`src/verilog/erpc_defs.svh`:
```
// Constants of the external request pin conditioning block.
// Assumes inclusion by bare name from the package and the top module.
`ifndef ERPC_DEFS_SVH
`define ERPC_DEFS_SVH

// ----------------------------------------------------------------
// Register byte offsets on the Avalon-MM slave.
// ----------------------------------------------------------------
`define ERPC_OFS_CONTROL 4'h0
`define ERPC_OFS_STATUS  4'h4
`define ERPC_OFS_MASK    4'h8
`define ERPC_OFS_SERVICE 4'hC

// ----------------------------------------------------------------
// Field positions.
// ----------------------------------------------------------------
`define ERPC_BIT_EDGE_SELECT    7
`define ERPC_BIT_CONNECT_ENABLE 6
`define ERPC_BIT_EV_REQUEST     0
`define ERPC_BIT_EV_REJECT      1
`define ERPC_BIT_SERVICE        0

// ----------------------------------------------------------------
// Reset values.
// ----------------------------------------------------------------
`define ERPC_RST_EDGE_SELECT    1'b0
`define ERPC_RST_CONNECT_ENABLE 1'b1
`define ERPC_RST_EVENTS         2'h0

`endif

```
`src/verilog/erpc_pkg.sv`:
```
// Types shared by the external request pin conditioning block.
// Assumes the constants header is on the include path.
`include "erpc_defs.svh"
package erpc_pkg;
  // Bus answer sequencer states.
  typedef enum logic {
    BUS_IDLE,
    BUS_ANSWER
  } erpc_bus_state_t;

  // Event bits held in the status and mask registers.
  typedef logic [1:0] erpc_events_t;
endpackage : erpc_pkg

```
`src/verilog/erpc_pin_if.sv`:
```
// Carrier between the pin conditioner and the block's top module.
// Assumes both ends run on the same bus clock.
`timescale 1ns/100ps
interface erpc_pin_if;
  logic level;  // Filtered pin level, high when the pin rests high.
  logic fall;   // One-cycle pulse on a filtered falling transition.

  modport src (output level, output fall);
  modport dst (input level, input fall);
endinterface : erpc_pin_if

```
`src/verilog/erpc_pin_sync.sv`:
```
// Three-stage pin synchroniser with agreement filter and fall detect.
// Assumes the pin is asynchronous to clk_sys_i and idles high.
`timescale 1ns/100ps
module erpc_pin_sync
  import erpc_pkg::*;
(
  input  wire logic clk_sys_i,   // Bus clock.
  input  wire logic rst_n_i,     // Asynchronous reset, active low.
  input  wire logic pin_i,       // Raw external request pin.
  erpc_pin_if.src   pin_if       // Filtered level and fall pulse.
);
  // ----------------------------------------------------------------
  // Synchroniser chain and filtered level.
  // ----------------------------------------------------------------
  logic meta;        // First stage, read only by the second stage.
  logic sync2;       // Second stage.
  logic sync3;       // Third stage.
  logic level;       // Level accepted once stages two and three agree.
  logic fall;        // Registered fall pulse.
  logic next_level;  // Next accepted level.
  logic next_fall;   // Next fall pulse.

  // A change counts only when two settled stages agree.
  always_comb begin
    next_level = level;
    if (sync2 == sync3) begin
      next_level = sync3;
    end
    next_fall = level & ~next_level;
  end

  // The chain resets to the idle-high level so no false fall appears.
  always_ff @(posedge clk_sys_i or negedge rst_n_i) begin
    if (!rst_n_i) begin
      meta  <= 1'b1;
      sync2 <= 1'b1;
      sync3 <= 1'b1;
      level <= 1'b1;
      fall  <= 1'b0;
    end else begin
      meta  <= pin_i;
      sync2 <= meta;
      sync3 <= sync2;
      level <= next_level;
      fall  <= next_fall;
    end
  end

  assign pin_if.level = level;
  assign pin_if.fall  = fall;
endmodule : erpc_pin_sync

```
`src/verilog/erpc_top.sv`:
```
// External maskable request pin conditioning with Avalon-MM registers.
// Assumes one bus clock, a same-clock CPU service strobe and mode bit.
//
// Function
// - Edge select readable; write once unless special.
// - Edge mode: only falling transitions raise requests.
// - Latched fall pending until reset, service or level mode.
// - Level mode: low level requests while it persists.
// - Connect enable gates pin into request logic.
// - Request is maskable by processor interrupt mask.
`timescale 1ns/100ps
`include "erpc_defs.svh"
module erpc_top
  import erpc_pkg::*;
(
  input  wire logic        clk_sys_i,        // Bus clock, 125 MHz.
  input  wire logic        rst_n_i,          // Asynchronous reset.
  input  wire logic        request_pin_n_i,  // External request pin.
  input  wire logic        special_mode_i,   // High in special mode.
  input  wire logic        cpu_int_mask_i,   // Processor masks requests.
  input  wire logic        service_ack_i,    // Request serviced pulse.
  input  wire logic [3:0]  address,          // Byte address.
  input  wire logic        read,             // Avalon read.
  input  wire logic        write,            // Avalon write.
  input  wire logic [3:0]  byteenable,       // Avalon byte enables.
  input  wire logic [31:0] writedata,        // Avalon write data.
  output logic      [31:0] readdata,         // Avalon read data.
  output logic             waitrequest,      // Avalon wait request.
  output logic             cpu_request_o,    // Request to processor.
  output logic             irq_o             // Status interrupt.
);
  // ----------------------------------------------------------------
  // Pin conditioning.
  // ----------------------------------------------------------------
  erpc_pin_if pin_if ();  // Filtered pin from the synchroniser.

  erpc_pin_sync u_sync (
    .clk_sys_i (clk_sys_i),
    .rst_n_i   (rst_n_i),
    .pin_i     (request_pin_n_i),
    .pin_if    (pin_if)
  );

  // ----------------------------------------------------------------
  // State.
  // ----------------------------------------------------------------
  erpc_bus_state_t bus_state;       // Answer sequencer.
  erpc_bus_state_t next_bus_state;
  logic         edge_select;        // High selects falling-edge mode.
  logic         next_edge_select;
  logic         connect_enable;     // High connects the pin.
  logic         next_connect_enable;
  logic         edge_written;       // A normal-mode write was used.
  logic         next_edge_written;
  logic         edge_pending;       // Latched falling transition.
  logic         next_edge_pending;
  logic         request;            // Internal request before masking.
  logic         next_request;
  erpc_events_t status;             // Sticky events.
  erpc_events_t next_status;
  erpc_events_t mask;               // Event enables for irq_o.
  erpc_events_t next_mask;
  erpc_events_t read_clear;         // Status bits reported by a read.
  erpc_events_t next_read_clear;
  logic [31:0]  next_readdata;
  logic         next_waitrequest;
  logic         next_cpu_request;
  logic         next_irq;

  // Request completes at this edge: waitrequest is already low.
  logic         done_wr;            // Write takes effect now.
  logic         done_rd;            // Read data are taken now.
  logic         wr_control;         // Control byte written now.
  logic         wr_service;         // Service bit written now.
  logic         service;            // Pending edge is retired now.
  logic         set_request;        // New request rising.
  logic         set_reject;         // A control write was refused.

  assign done_wr = (bus_state == BUS_ANSWER) & write;
  assign done_rd = (bus_state == BUS_ANSWER) & read;
  assign wr_control = done_wr & byteenable[0]
                      & (address == `ERPC_OFS_CONTROL);
  assign wr_service = done_wr & byteenable[0]
                      & (address == `ERPC_OFS_SERVICE)
                      & writedata[`ERPC_BIT_SERVICE];
  assign service = service_ack_i | wr_service;

  // ----------------------------------------------------------------
  // Bus sequencer: one wait cycle, then one answer cycle.
  // ----------------------------------------------------------------
  // A fixed single wait state keeps read data registered and lets a
  // read-to-clear act only on bits that the master actually saw.
  always_comb begin
    next_bus_state   = bus_state;
    next_waitrequest = 1'b1;
    next_readdata    = readdata;
    next_read_clear  = '0;
    case (bus_state)
      BUS_IDLE: begin
        if (read | write) begin
          next_bus_state   = BUS_ANSWER;
          next_waitrequest = 1'b0;
          next_readdata    = 32'h0000_0000;
          if (read) begin
            if (address == `ERPC_OFS_CONTROL) begin
              next_readdata[`ERPC_BIT_EDGE_SELECT] = edge_select;
              next_readdata[`ERPC_BIT_CONNECT_ENABLE] =
                connect_enable;
            end else if (address == `ERPC_OFS_STATUS) begin
              next_readdata[1:0] = status;
              next_read_clear    = status;
            end else if (address == `ERPC_OFS_MASK) begin
              next_readdata[1:0] = mask;
            end else begin
              next_readdata = 32'h0000_0000;  // Unmapped reads zero.
            end
          end
        end
      end
      BUS_ANSWER: begin
        next_bus_state  = BUS_IDLE;
        next_read_clear = read_clear;
      end
      default: begin
        next_bus_state = BUS_IDLE;
      end
    endcase
  end

  always_ff @(posedge clk_sys_i or negedge rst_n_i) begin
    if (!rst_n_i) begin
      bus_state   <= BUS_IDLE;
      waitrequest <= 1'b1;
      readdata    <= 32'h0000_0000;
      read_clear  <= 2'h0;
    end else begin
      bus_state   <= next_bus_state;
      waitrequest <= next_waitrequest;
      readdata    <= next_readdata;
      read_clear  <= next_read_clear;
    end
  end

  // ----------------------------------------------------------------
  // Control register.
  // ----------------------------------------------------------------
  // In normal mode the first control write spends the edge select
  // permission even if it leaves the value unchanged.
  always_comb begin
    next_edge_select    = edge_select;
    next_connect_enable = connect_enable;
    next_edge_written   = edge_written;
    set_reject          = 1'b0;
    if (wr_control) begin
      next_connect_enable =
        writedata[`ERPC_BIT_CONNECT_ENABLE];
      if (special_mode_i) begin
        next_edge_select = writedata[`ERPC_BIT_EDGE_SELECT];
      end else if (!edge_written) begin
        next_edge_select  = writedata[`ERPC_BIT_EDGE_SELECT];
        next_edge_written = 1'b1;
      end else begin
        set_reject = 1'b1;  // Later normal-mode edge select writes are refused.
      end
    end
  end

  always_ff @(posedge clk_sys_i or negedge rst_n_i) begin
    if (!rst_n_i) begin
      edge_select    <= `ERPC_RST_EDGE_SELECT;
      connect_enable <= `ERPC_RST_CONNECT_ENABLE;
      edge_written   <= 1'b0;
    end else begin
      edge_select    <= next_edge_select;
      connect_enable <= next_connect_enable;
      edge_written   <= next_edge_written;
    end
  end

  // ----------------------------------------------------------------
  // Request logic.
  // ----------------------------------------------------------------
  // A fall arriving with a service wins, so that no edge is lost.
  always_comb begin
    next_edge_pending = edge_pending;
    if (service) begin
      next_edge_pending = 1'b0;
    end
    if (edge_select & connect_enable & pin_if.fall) begin
      next_edge_pending = 1'b1;
    end
    if (!edge_select) begin
      next_edge_pending = 1'b0;  // Nothing latches in level mode.
    end
    if (!connect_enable) begin
      next_request = 1'b0;
    end else if (edge_select) begin
      next_request = next_edge_pending;
    end else begin
      next_request = ~pin_if.level;
    end
    next_cpu_request = next_request & ~cpu_int_mask_i;
    set_request      = next_request & ~request;
  end

  always_ff @(posedge clk_sys_i or negedge rst_n_i) begin
    if (!rst_n_i) begin
      edge_pending  <= 1'b0;
      request       <= 1'b0;
      cpu_request_o <= 1'b0;
    end else begin
      edge_pending  <= next_edge_pending;
      request       <= next_request;
      cpu_request_o <= next_cpu_request;
    end
  end

  // ----------------------------------------------------------------
  // Status, mask and interrupt.
  // ----------------------------------------------------------------
  // A read clears only the bits it returned, and a new event wins.
  always_comb begin
    next_status = status;
    if (done_rd) begin
      next_status = status & ~read_clear;
    end
    next_status[`ERPC_BIT_EV_REQUEST] =
      next_status[`ERPC_BIT_EV_REQUEST] | set_request;
    next_status[`ERPC_BIT_EV_REJECT] =
      next_status[`ERPC_BIT_EV_REJECT] | set_reject;
    next_mask = mask;
    if (done_wr & byteenable[0] & (address == `ERPC_OFS_MASK)) begin
      next_mask = writedata[1:0];
    end
    next_irq = |(next_status & next_mask);
  end

  always_ff @(posedge clk_sys_i or negedge rst_n_i) begin
    if (!rst_n_i) begin
      status <= `ERPC_RST_EVENTS;
      mask   <= `ERPC_RST_EVENTS;
      irq_o  <= 1'b0;
    end else begin
      status <= next_status;
      mask   <= next_mask;
      irq_o  <= next_irq;
    end
  end
endmodule : erpc_top

```
`config.mk`:
```
export PLATFORM = sky130hd
export DESIGN_NAME = erpc_top
export DESIGN_NICKNAME = d
export VERILOG_FILES = /design/src/verilog/erpc_pkg.sv /design/src/verilog/erpc_pin_if.sv /design/src/verilog/erpc_pin_sync.sv /design/src/verilog/erpc_top.sv
export VERILOG_INCLUDE_DIRS = /design/src /design/src/verilog
export SDC_FILE = /design/constraint.sdc
export NUM_CORES = 1
export LEC_CHECK = 0
export ABC_AREA = 1
export BUFFER_PORTS_ARGS = -buffer_cell sky130_fd_sc_hd__clkbuf_2
export CORE_MARGIN = 2
export CORE_UTILIZATION = 41
export DETAILED_ROUTE_END_ITERATION = 8
export PLACE_DENSITY = 0.91
export SYNTH_ARGS = -nofsm -noshare
export SYNTH_HDL_FRONTEND = slang
export SYNTH_SLANG_ARGS = --single-unit
```
`constraint.sdc`:
```
create_clock -name clk_sys_i -period 1.25 [get_ports clk_sys_i]
set_clock_uncertainty 0.05 [all_clocks]
set_input_delay 0.1875 -clock clk_sys_i [delete_from_list [all_inputs] [get_ports clk_sys_i]]
set_output_delay 0.1875 -clock clk_sys_i [all_outputs]
set_load 0.01 [all_outputs]
```
# ---- After elaboration in Yosys (flattened, before gate mapping)
# Index checks and enable logic that the tools add are counted.
dict set report op_classes {
  magnitude_cmp 0
  bitwise 25
  mul 0
  n_mux 27
  shifts 0
  n_eq_ne 5
  n_addsub 0
  reduce_logical 5
  div_mod_pow 0
}
# operator n
set op_table {}
lappend op_table {{$mux 2} 11}
lappend op_table {{$mux 1} 14}
lappend op_table {{$and 1x1->1} 12}
lappend op_table {{$eq 4x4->1 const B} 2}
lappend op_table {{$mux 8} 1}
lappend op_table {{$not 1->1} 6}
lappend op_table {{$reduce_and 2->1} 3}
lappend op_table {{$and 2x2->2} 2}
lappend op_table {{$eq 4x3->1 const B} 1}
lappend op_table {{$logic_not 4->1} 1}
lappend op_table {{$or 1x1->1} 4}
lappend op_table {{$ne 2x2->1 const B} 1}
lappend op_table {{$not 2->2} 1}
lappend op_table {{$pmux 1 s2} 1}
lappend op_table {{$reduce_or 2->1} 1}
lappend op_table {{$eq 1x1->1} 1}
dict set report word_totals {
  ff_bits 52
  mem_bits_ro 0
  mem_count 0
  ramBits 0
  wordCells 80
  input_bits 48
  out_inout_bits 35
  latch_bits 0
}

# ---- Longest topological paths before layout
# Gate-level depths: netlist of run 1.
dict set report depth {
  ltp_word 14
  depth_mapped 10
  mapped_depth_nobuf 10
}

# ---- By module
# From an unflattened synthesis of run 1, not the netlist that was laid out.
dict set report unflattened {
  hier_cells 136
  area_unflattened_um2 1257.5
}
# module n_inst cells_each seq_area_each_um2 area_per_inst_um2
set modules_own_cells {}
lappend modules_own_cells {erpc_top 1 126 478.0 1103.6}
lappend modules_own_cells {erpc_pin_sync 1 10 130.1 153.9}

# ---- Worst setup path after synthesis of run 1
# No wires, ideal clock.
dict set report synth_path {
  kind {reg-to-reg}
  start {reg bus_state}
  end {reg irq_o}
  arrival_ps 974
  setup_ps 116
  required_time_ps 1084
  slack_ps 109
  path_buffers 0
  path_stages_with_launch 7
  period_less_slack_ps 1141
  cell_sequence {dfrtp_1 > nand3_4 > or2_4 > nor2_1 > a21oi_1 > nand2_1 > nand2_1}
}
dict set report synth_via {
  word_cells_on_any_way 21
  classes_between {mux: 8; bitwise: 12; reduce/logical: 1}
}
# item line_no
set synth_rtl {}
lappend synth_rtl {{start: declaration} erpc_top.sv:47} ;# erpc_bus_state_t bus_state;
lappend synth_rtl {{start signal: assignment} erpc_top.sv:137} ;# bus_state <= next_bus_state;
lappend synth_rtl {{$and 1x1->1} erpc_top.sv:79} ;# assign done_wr = (bus_state == BUS_ANSWER) & write;
lappend synth_rtl {{$and 1x1->1 (2 in a row)} erpc_top.sv:232} ;# if (done_wr & byteenable[0] & (address == `ERPC_OFS_MASK)) begin
lappend synth_rtl {{$mux 2} erpc_top.sv:232}
lappend synth_rtl {{named net next_mask[0]} erpc_top.sv:62} ;# erpc_events_t next_mask;
lappend synth_rtl {{$and 2x2->2} erpc_top.sv:235} ;# next_irq = |(next_status & next_mask);
lappend synth_rtl {{$reduce_or 2->1} erpc_top.sv:235}
lappend synth_rtl {{named net next_irq} erpc_top.sv:68} ;# logic next_irq;
lappend synth_rtl {{end signal: assignment} erpc_top.sv:246} ;# irq_o <= next_irq;
lappend synth_rtl {{end: declaration} erpc_top.sv:30} ;# output logic irq_o
# The timed path passes the listed nets, and every way through them passes these cells.
# A chain may end at the register's enable or synchronous reset.

# ---- Worst setup path in the final report of run 1
dict set report layout_path {
  start {reg bus_state}
  end {reg request}
}
dict set report layout_via {
  elab_chain_len 10
}
# item line_no
set layout_rtl {}
lappend layout_rtl {{$and 1x1->1} erpc_top.sv:79}
lappend layout_rtl {{$and 1x1->1 (3 in a row)} erpc_top.sv:83} ;# assign wr_service = done_wr & byteenable[0]
lappend layout_rtl {{$or 1x1->1} erpc_top.sv:86} ;# assign service = service_ack_i | wr_service;
lappend layout_rtl {{$mux 1} erpc_top.sv:186} ;# if (service) begin
lappend layout_rtl {{$mux 1} erpc_top.sv:189} ;# if (edge_select & connect_enable & pin_if.fall) begin
lappend layout_rtl {{$mux 1} erpc_top.sv:192} ;# if (!edge_select) begin
lappend layout_rtl {{$mux 1} erpc_top.sv:197} ;# end else if (edge_select) begin
lappend layout_rtl {{$mux 1} erpc_top.sv:195} ;# if (!connect_enable) begin
lappend layout_rtl {{named net next_request} erpc_top.sv:58} ;# logic next_request;
lappend layout_rtl {{end signal: assignment} erpc_top.sv:213} ;# request <= next_request;
lappend layout_rtl {{end: declaration} erpc_top.sv:57} ;# logic request;
# The timed path passes the listed nets, and every way through them passes these cells.

==> results.json, run 1 <==
{
  "status": "finished, violations left",
  "violations": "negative setup slack",
  "dp_hpwl_um": 1510,
  "power.internal_w": 0.00116,
  "setup_violations": 3,
  "cpPeakStageDelay_ns": 0.43,
  "die_h_um": 58.2,
  "avgSynthCellArea_um2": 8.97,
  "clk_latency_ns": 0.31,
  "drtPass1Iterations": 4,
  "crit_cells": 9,
  "root_buffer": "clkbuf_4",
  "slew_headroom": 0.624,
  "fmax_mhz": 769,
  "detail_route.wirelength_um": 1900,
  "crit_arrival_ns": 1.47,
  "path_clk_slew_ns": 0.12,
  "crit_path_start_kind": "register",
  "seqPwrFrac": 0.559,
  "first_iter_violations": 23,
  "path_cells": "nand3_4 > nor2_2 > nand2_1 > nand2_2 > nand3_2 > buf_4 > buf_6 > nand3_2 > inv_1",
  "synth.yosys.warnings": 0,
  "drive_gt1_frac": 0.312,
  "clkPwrFrac": 0.250,
  "hold_viol_final": 0,
  "fillCellCount": 264,
  "synth_cell_types": 23,
  "clockBufferDepth": 2,
  "setup_tns_ns": -0.129,
  "num_io_pins": 83,
  "pre_cts_slack_ns": -0.0227,
  "end_kind": "register",
  "worst_pin_slew_ns": 0.565,
  "wl_per_cell_um": 9.46,
  "whs_path_depth": 3,
  "start_util": 0.432,
  "cts_sinks": 24,
  "synth_cells": 134,
  "drc": 0,
  "powerDensity_nw_per_um2": 1150,
  "required_ns": 1.42,
  "cts_tree": "built",
  "antennaDiodeCount": 0,
  "fin_ws_ns": -0.0505,
  "synthesis.area_um2": 1200,
  "nets": 219,
  "vdd_drop_max_mv": 0.996,
  "rsz0062_at_grt": "yes",
  "cts_made_buffers": 3,
  "slew_violations": 0,
  "cp-startpoint": "bus_state$_DFF_PN0_",
  "crit_fanout": 3,
  "antenna_found_initial": 0,
  "p_switching_w": 0.000436,
  "crit_top_cell": "nand3_2",
  "crit_type": "reg2reg",
  "grt_pass1_vias": 740,
  "avgViaCountPerCell": 4.16,
  "grt-ovfl-total": 0,
  "num_rows": 19,
  "min-delay-start": "writedata[6]",
  "via_count": 837,
  "hold_path_class": "in2reg",
  "grt_pass1_wl_um": 3060,
  "grt_max_degree": 25,
  "rrSetupSlack_ns": -0.05,
  "period_share": 1.04,
  "period_minus_slack_ns": 1.30,
  "die_area_um2": 3380,
  "ys_seq_area_frac": 0.506,
  "maxCapViolations": 0,
  "rr_startpoint": "bus_state$_DFF_PN0_",
  "syn_to_final_growth_pct": 15.7,
  "port_buffers": 23,
  "r2r_cells": 9,
  "grt_usage": 0.121,
  "drtAntennaViolNets": 0,
  "leakagePower_nw": 0.754,
  "gp_congestion": 0.789,
  "switching_share": 0.273,
  "critPathBufInv": 3,
  "cts.htree.levels": 1,
  "cp_top_family": "simple AND/OR/NAND/NOR gates",
  "die_x_um": 58.2,
  "ys_ff_latch": 24,
  "combinationalPowerShare": 0.191,
  "core_area_um2": 2780,
  "power.total_w": 0.00160,
  "critPathSlowestCell": "dfrtp_1"
}
-- Yosys cell counts --
library cell / n / area share
buf_4: 28 / 0.17
nand2_1: 22 / 0.069
dfrtp_1: 18 / 0.37
inv_1: 16 / 0.050
nor2_1: 9 / 0.028
dfstp_2: 6 / 0.13
nand3_1: 6 / 0.025
o21ai_0: 5 / 0.021
a21oi_1: 4 / 0.017
inv_2: 4 / 0.012
nand4_1: 2 / 0.010
o22ai_1: 2 / 0.010
o31ai_1: 2 / 0.012
conb_1: 1 / 0.0031
maj3_1: 1 / 0.0083
nand2_2: 1 / 0.0052
nand3_4: 1 / 0.015
nor2_2: 1 / 0.0052
nor3_1: 1 / 0.0042
o21ai_1: 1 / 0.0042
o21ai_2: 1 / 0.0073
or2_1: 1 / 0.0052
or2_4: 1 / 0.0073
-- cell type report --
cell class | count | area [um^2] | area share
Tap cell | 31 | 38.8 | 0.0279
Sequential cell | 24 | 608 | 0.437
Multi-Input combinational cell | 89 | 425 | 0.306
Clock buffer | 4 | 36.3 | 0.0261
Inverter | 20 | 77.6 | 0.0558
Timing Repair Buffer | 33 | 205 | 0.147
-- final timing paths --
check | to
max reg2reg | request$_DFF_PN0_
min in group asynchronous | bus_state$_DFF_PN0_
min | connect_enable$_DFFE_PN1P_
min reg2reg | u_sync.sync2$_DFF_PN1_
max | request$_DFF_PN0_
max in group asynchronous | connect_enable$_DFFE_PN1P_
-- power groups by stage --
stage / Sequential (W) / Combinational, W / Clock [W]
2_1_floorplan: 0.000912 / 0.000210 / 0
3_3_place_gp: 0.000904 / 0.000248 / 0
3_5_place_dp: 0.000905 / 0.000257 / 0
4_1_cts: 0.000892 / 0.000285 / 0.000418
5_1_grt: 0.000902 / 0.000347 / 0.000451
6_report: 0.000893 / 0.000305 / 0.000399
-- worst register-to-register path: cells and delay by family, from the launching register on --
kind | cells | cell delay [ns]
buffers and inverters | 3 | 0.28
DFF | 1 | 0.43
and+or+nand+nor | 6 | 0.44
-- state kept, by name, summed over array words and instances, names as in the netlist, 2 cells and up --
signal and flops:
read_clear 2, mask 2, readdata 4, status 2
-- placed cells by master, fill, tap and decap left out, types with 3 or more instances in the layout --
master	Yosys	routed
inv_2	4	3
clkbuf_2	0	23
a21oi_1	4	4
nor2_1	9	8
inv_1	16	16
nand3_1	6	4
nand2_1	22	21
dfrtp_1	18	18
conb_1	1	28
dlygate4sd3_1	0	3
dfstp_2	6	6
clkbuf_4	0	3
o21ai_0	5	5
buf_4	28	5
-- per-layer routing --
metal / track usage / part of all wire / vias to the layer above
met1: 0.152 / 0.43 / 377
met5: 0 / 0 / -
met3: 0.0491 / 0.069 / 2
met2: 0.200 / 0.50 / 27
li1: - / - / 431
met4: 0.0199 / 0.0068 / 0
-- logic make-up (layout without fill, tap and decap cells) --
logic type      Yosys count  in the layout  synth area share
buf+inv                  48             57             0.237
simple gates             45             45             0.174
flops                    24             24             0.506
compound gates           15             15            0.0718
fa+ha+maj                 1              1           0.00832
other cells               1             28           0.00312
-- metrics by stage --
stage          area [um^2]  hold slack, ns  instances  utilization
2_1_floorplan         1300          -0.158        161            -
3_3_place_gp          1270           0.147        190        0.457
3_5_place_dp          1270           0.162        190        0.457
4_1_cts               1360          0.0187        199        0.490
5_1_grt               1390          0.0115        201        0.500
6_report              1390          0.0198        201        0.500
-- repair_timing --
item                       4_1_cts  5_1_grt
setup endpoints to repair        3        7
hold buffers                     3        0
buffers inserted                 2        2
gates cloned                     0        0
pin swaps                        1        4
gates resized for setup          3        4
hold endpoints to repair        20        0
No activity file was read; power rests on OpenSTA's default activity.
==> run 2, diff against run 1 <==
--- a/config.mk
+++ b/config.mk
@@ -6,12 +6,12 @@
 export SDC_FILE = /design/constraint.sdc
 export NUM_CORES = 1
 export LEC_CHECK = 0
-export ABC_AREA = 1
+export ABC_AREA = 0
 export BUFFER_PORTS_ARGS = -buffer_cell sky130_fd_sc_hd__clkbuf_2
 export CORE_MARGIN = 2
 export CORE_UTILIZATION = 41
 export DETAILED_ROUTE_END_ITERATION = 8
-export PLACE_DENSITY = 0.91
+export PLACE_DENSITY = 0.9
 export SYNTH_ARGS = -nofsm -noshare
 export SYNTH_HDL_FRONTEND = slang
 export SYNTH_SLANG_ARGS = --single-unit
==> results.json, run 2 <==
{
  "status": "finished, violations left",
  "violations": "negative setup slack",
  "synth_cells": 108,
  "synth_simple_gate_area_frac": 0.155,
  "via_count": 883,
  "synth_top_area_share": 0.373,
  "num_rows": 19,
  "cts_tree": "built",
  "clockBufferDepth": 2,
  "worst_pin_slew_ns": 0.567,
  "synthesis.area_um2": 1210,
  "synth_most_common_cell": "buf_4",
  "start_util": 0.435,
  "rrSetupSlack_ns": -0.26,
  "synthMuxAreaShare": 0.0373,
  "setup_violations": 13,
  "seqPwrFrac": 0.570,
  "switching_share": 0.288,
  "clk_latency_ns": 0.33,
  "regMostFlops": "readdata",
  "final_common_cell": "conb_1",
  "synth.yosys.warnings": 0,
  "avgViaCountPerCell": 4.85,
  "cts_made_buffers": 3,
  "nets": 200,
  "required_ns": 1.43,
  "synthAdderAreaFrac": 0.00828,
  "combinationalPowerShare": 0.206,
  "wl_per_cell_um": 12.1,
  "slew_headroom": 0.622,
  "detail_route.wirelength_um": 2200,
  "synth_edf_count": 0,
  "rr_startpoint": "bus_state$_DFF_PN0_",
  "crit_arrival_ns": 1.69,
  "grt_pass1_wl_um": 3820,
  "period_minus_slack_ns": 1.51,
  "num_io_pins": 83,
  "hold_path_class": "in2reg",
  "synth_cell_types": 30,
  "cts.htree.levels": 1,
  "ys_seq_area_frac": 0.503,
  "synth_largest_area_cell": "dfrtp_1",
  "grt-ovfl-total": 0,
  "crit_fanout": 3,
  "die_h_um": 58.3,
  "async_flop_share": 1.00,
  "synth_compound_area_frac": 0.110,
  "grt_usage": 0.149,
  "port_buffers": 23,
  "crit_path_start_kind": "register",
  "die_area_um2": 3400,
  "hold_viol_final": 0,
  "period_share": 1.20,
  "slew_violations": 0,
  "ys.flop_type": "dfrtp_1",
  "rsz0062_at_grt": "yes",
  "cts_sinks": 24,
  "drc": 0,
  "end_kind": "register",
  "r2r_cells": 4,
  "ys_ff_latch": 24,
  "largest_reg_flops": 4,
  "leakagePower_nw": 0.705,
  "synth-xor-area-share": 0,
  "cp-startpoint": "bus_state$_DFF_PN0_",
  "root_buffer": "clkbuf_4",
  "powerDensity_nw_per_um2": 1080,
  "maxCapViolations": 0,
  "layout_common_cells": "conb_1, clkbuf_2, dfrtp_1",
  "yosys-top-cells-count": "buf_4, dfrtp_1, nand2_1",
  "power.internal_w": 0.00113,
  "antenna_found_initial": 0,
  "avgSynthCellArea_um2": 11.2,
  "crit_type": "reg2reg",
  "grt_pass1_vias": 893,
  "core_area_um2": 2780,
  "fillCellCount": 249,
  "drtAntennaViolNets": 0,
  "pre_cts_slack_ns": -0.297,
  "rr_endpoint": "irq_o$_DFF_PN0_",
  "cp-endpoint": "irq_o$_DFF_PN0_",
  "grt_max_degree": 25,
  "fmax_mhz": 664,
  "syn_to_final_growth_pct": 21.2,
  "antennaDiodeCount": 0,
  "clkPwrFrac": 0.224,
  "path_clk_slew_ns": 0.13,
  "fin_ws_ns": -0.256,
  "vdd_drop_max_mv": 0.858,
  "die_x_um": 58.3,
  "gp_congestion": 0.894,
  "synth_top_family_by_area": "buffers and inverters",
  "min-delay-start": "writedata[7]",
  "hold_ws_ns": 0.0353,
  "ys_top_cells_by_area": "dfrtp_1, buf_4, dfstp_2",
  "drtPass1Iterations": 4,
  "dp_hpwl_um": 1710,
  "drive_gt1_frac": 0.384,
  "p_switching_w": 0.000458,
  "first_iter_violations": 18
}
[run 2: layout make-up]
class                   count  area [um^2]  area share
multi-input cells          80          524       0.358
clock buffers               4         26.3      0.0179
well taps                  31         38.8      0.0265
flip-flops and latches     24          608       0.415
repair buffers             41          260       0.178
inverters                   2         7.51     0.00512
[run 2: logic make-up (layout without fill, tap and decap cells)]
family | Yosys count | count (layout)
other cells | 1 | 28
fa+ha+maj | 1 | 1
flops | 24 | 24
simple gates | 31 | 31
compound gates | 16 | 16
buf+inv | 31 | 47
mux | 4 | 4
[run 2: critical path: stages (launching register included)]
cell	delay, ns
dfrtp_1	0.44
nand4_4	0.15
nor4_4	0.18
mux2_2	0.38
a22o_1	0.20
[run 2: how the worst min path moves through the flow]
stage,to,slack (ns),depth (start not counted)
after floorplan,bus_state$_DFF_PN0_,-0.16,0
after global placement,edge_written$_DFFE_PN0P_,0.14,1
after detailed placement,edge_pending$_DFF_PN0_,0.16,1
after CTS,edge_select$_DFFE_PN0P_,0.03,2
after global routing,edge_select$_DFFE_PN0P_,0.03,2
final,edge_select$_DFFE_PN0P_,0.04,2
[run 2: layer usage]
metal | wire (um) | vias up | track usage
met3 | 150 | 7 | 0.0352
met4 | 60 | 0 | 0.0897
met5 | 0 | - | 0
li1 | - | 402 | -
met2 | 1150 | 53 | 0.255
met1 | 832 | 421 | 0.168
[run 2: power groups by stage]
stage / clock [W] / combinational, W / sequential [W]
6_report: 0.000355 / 0.000328 / 0.000906
5_1_grt: 0.000398 / 0.000362 / 0.000912
4_1_cts: 0.000373 / 0.000325 / 0.000905
3_5_place_dp: 0 / 0.000293 / 0.000919
3_3_place_gp: 0 / 0.000277 / 0.000913
2_1_floorplan: 0 / 0.000207 / 0.000919
[run 2: metrics by stage]
stage                util  TNS (ns)  cells  power [W]  area, um^2
floorplan               -    -0.849    135    0.00113        1320
global placement    0.482     -1.07    171    0.00119        1340
detailed placement  0.482     -1.66    171    0.00121        1340
CTS                 0.523     -1.33    181    0.00160        1450
global route        0.527     -2.60    182    0.00167        1470
finish              0.527     -1.80    182    0.00159        1470
[run 2: timing repair]
item | 4_1_cts | 5_1_grt
buffers inserted | 3 | 1
pin swaps | 5 | 1
endpoints found under the hold margin | 21 | 0
resized for setup | 7 | 1
endpoints found under the setup margin | 13 | 14
gates cloned | 0 | 0
hold buffers | 4 | 0
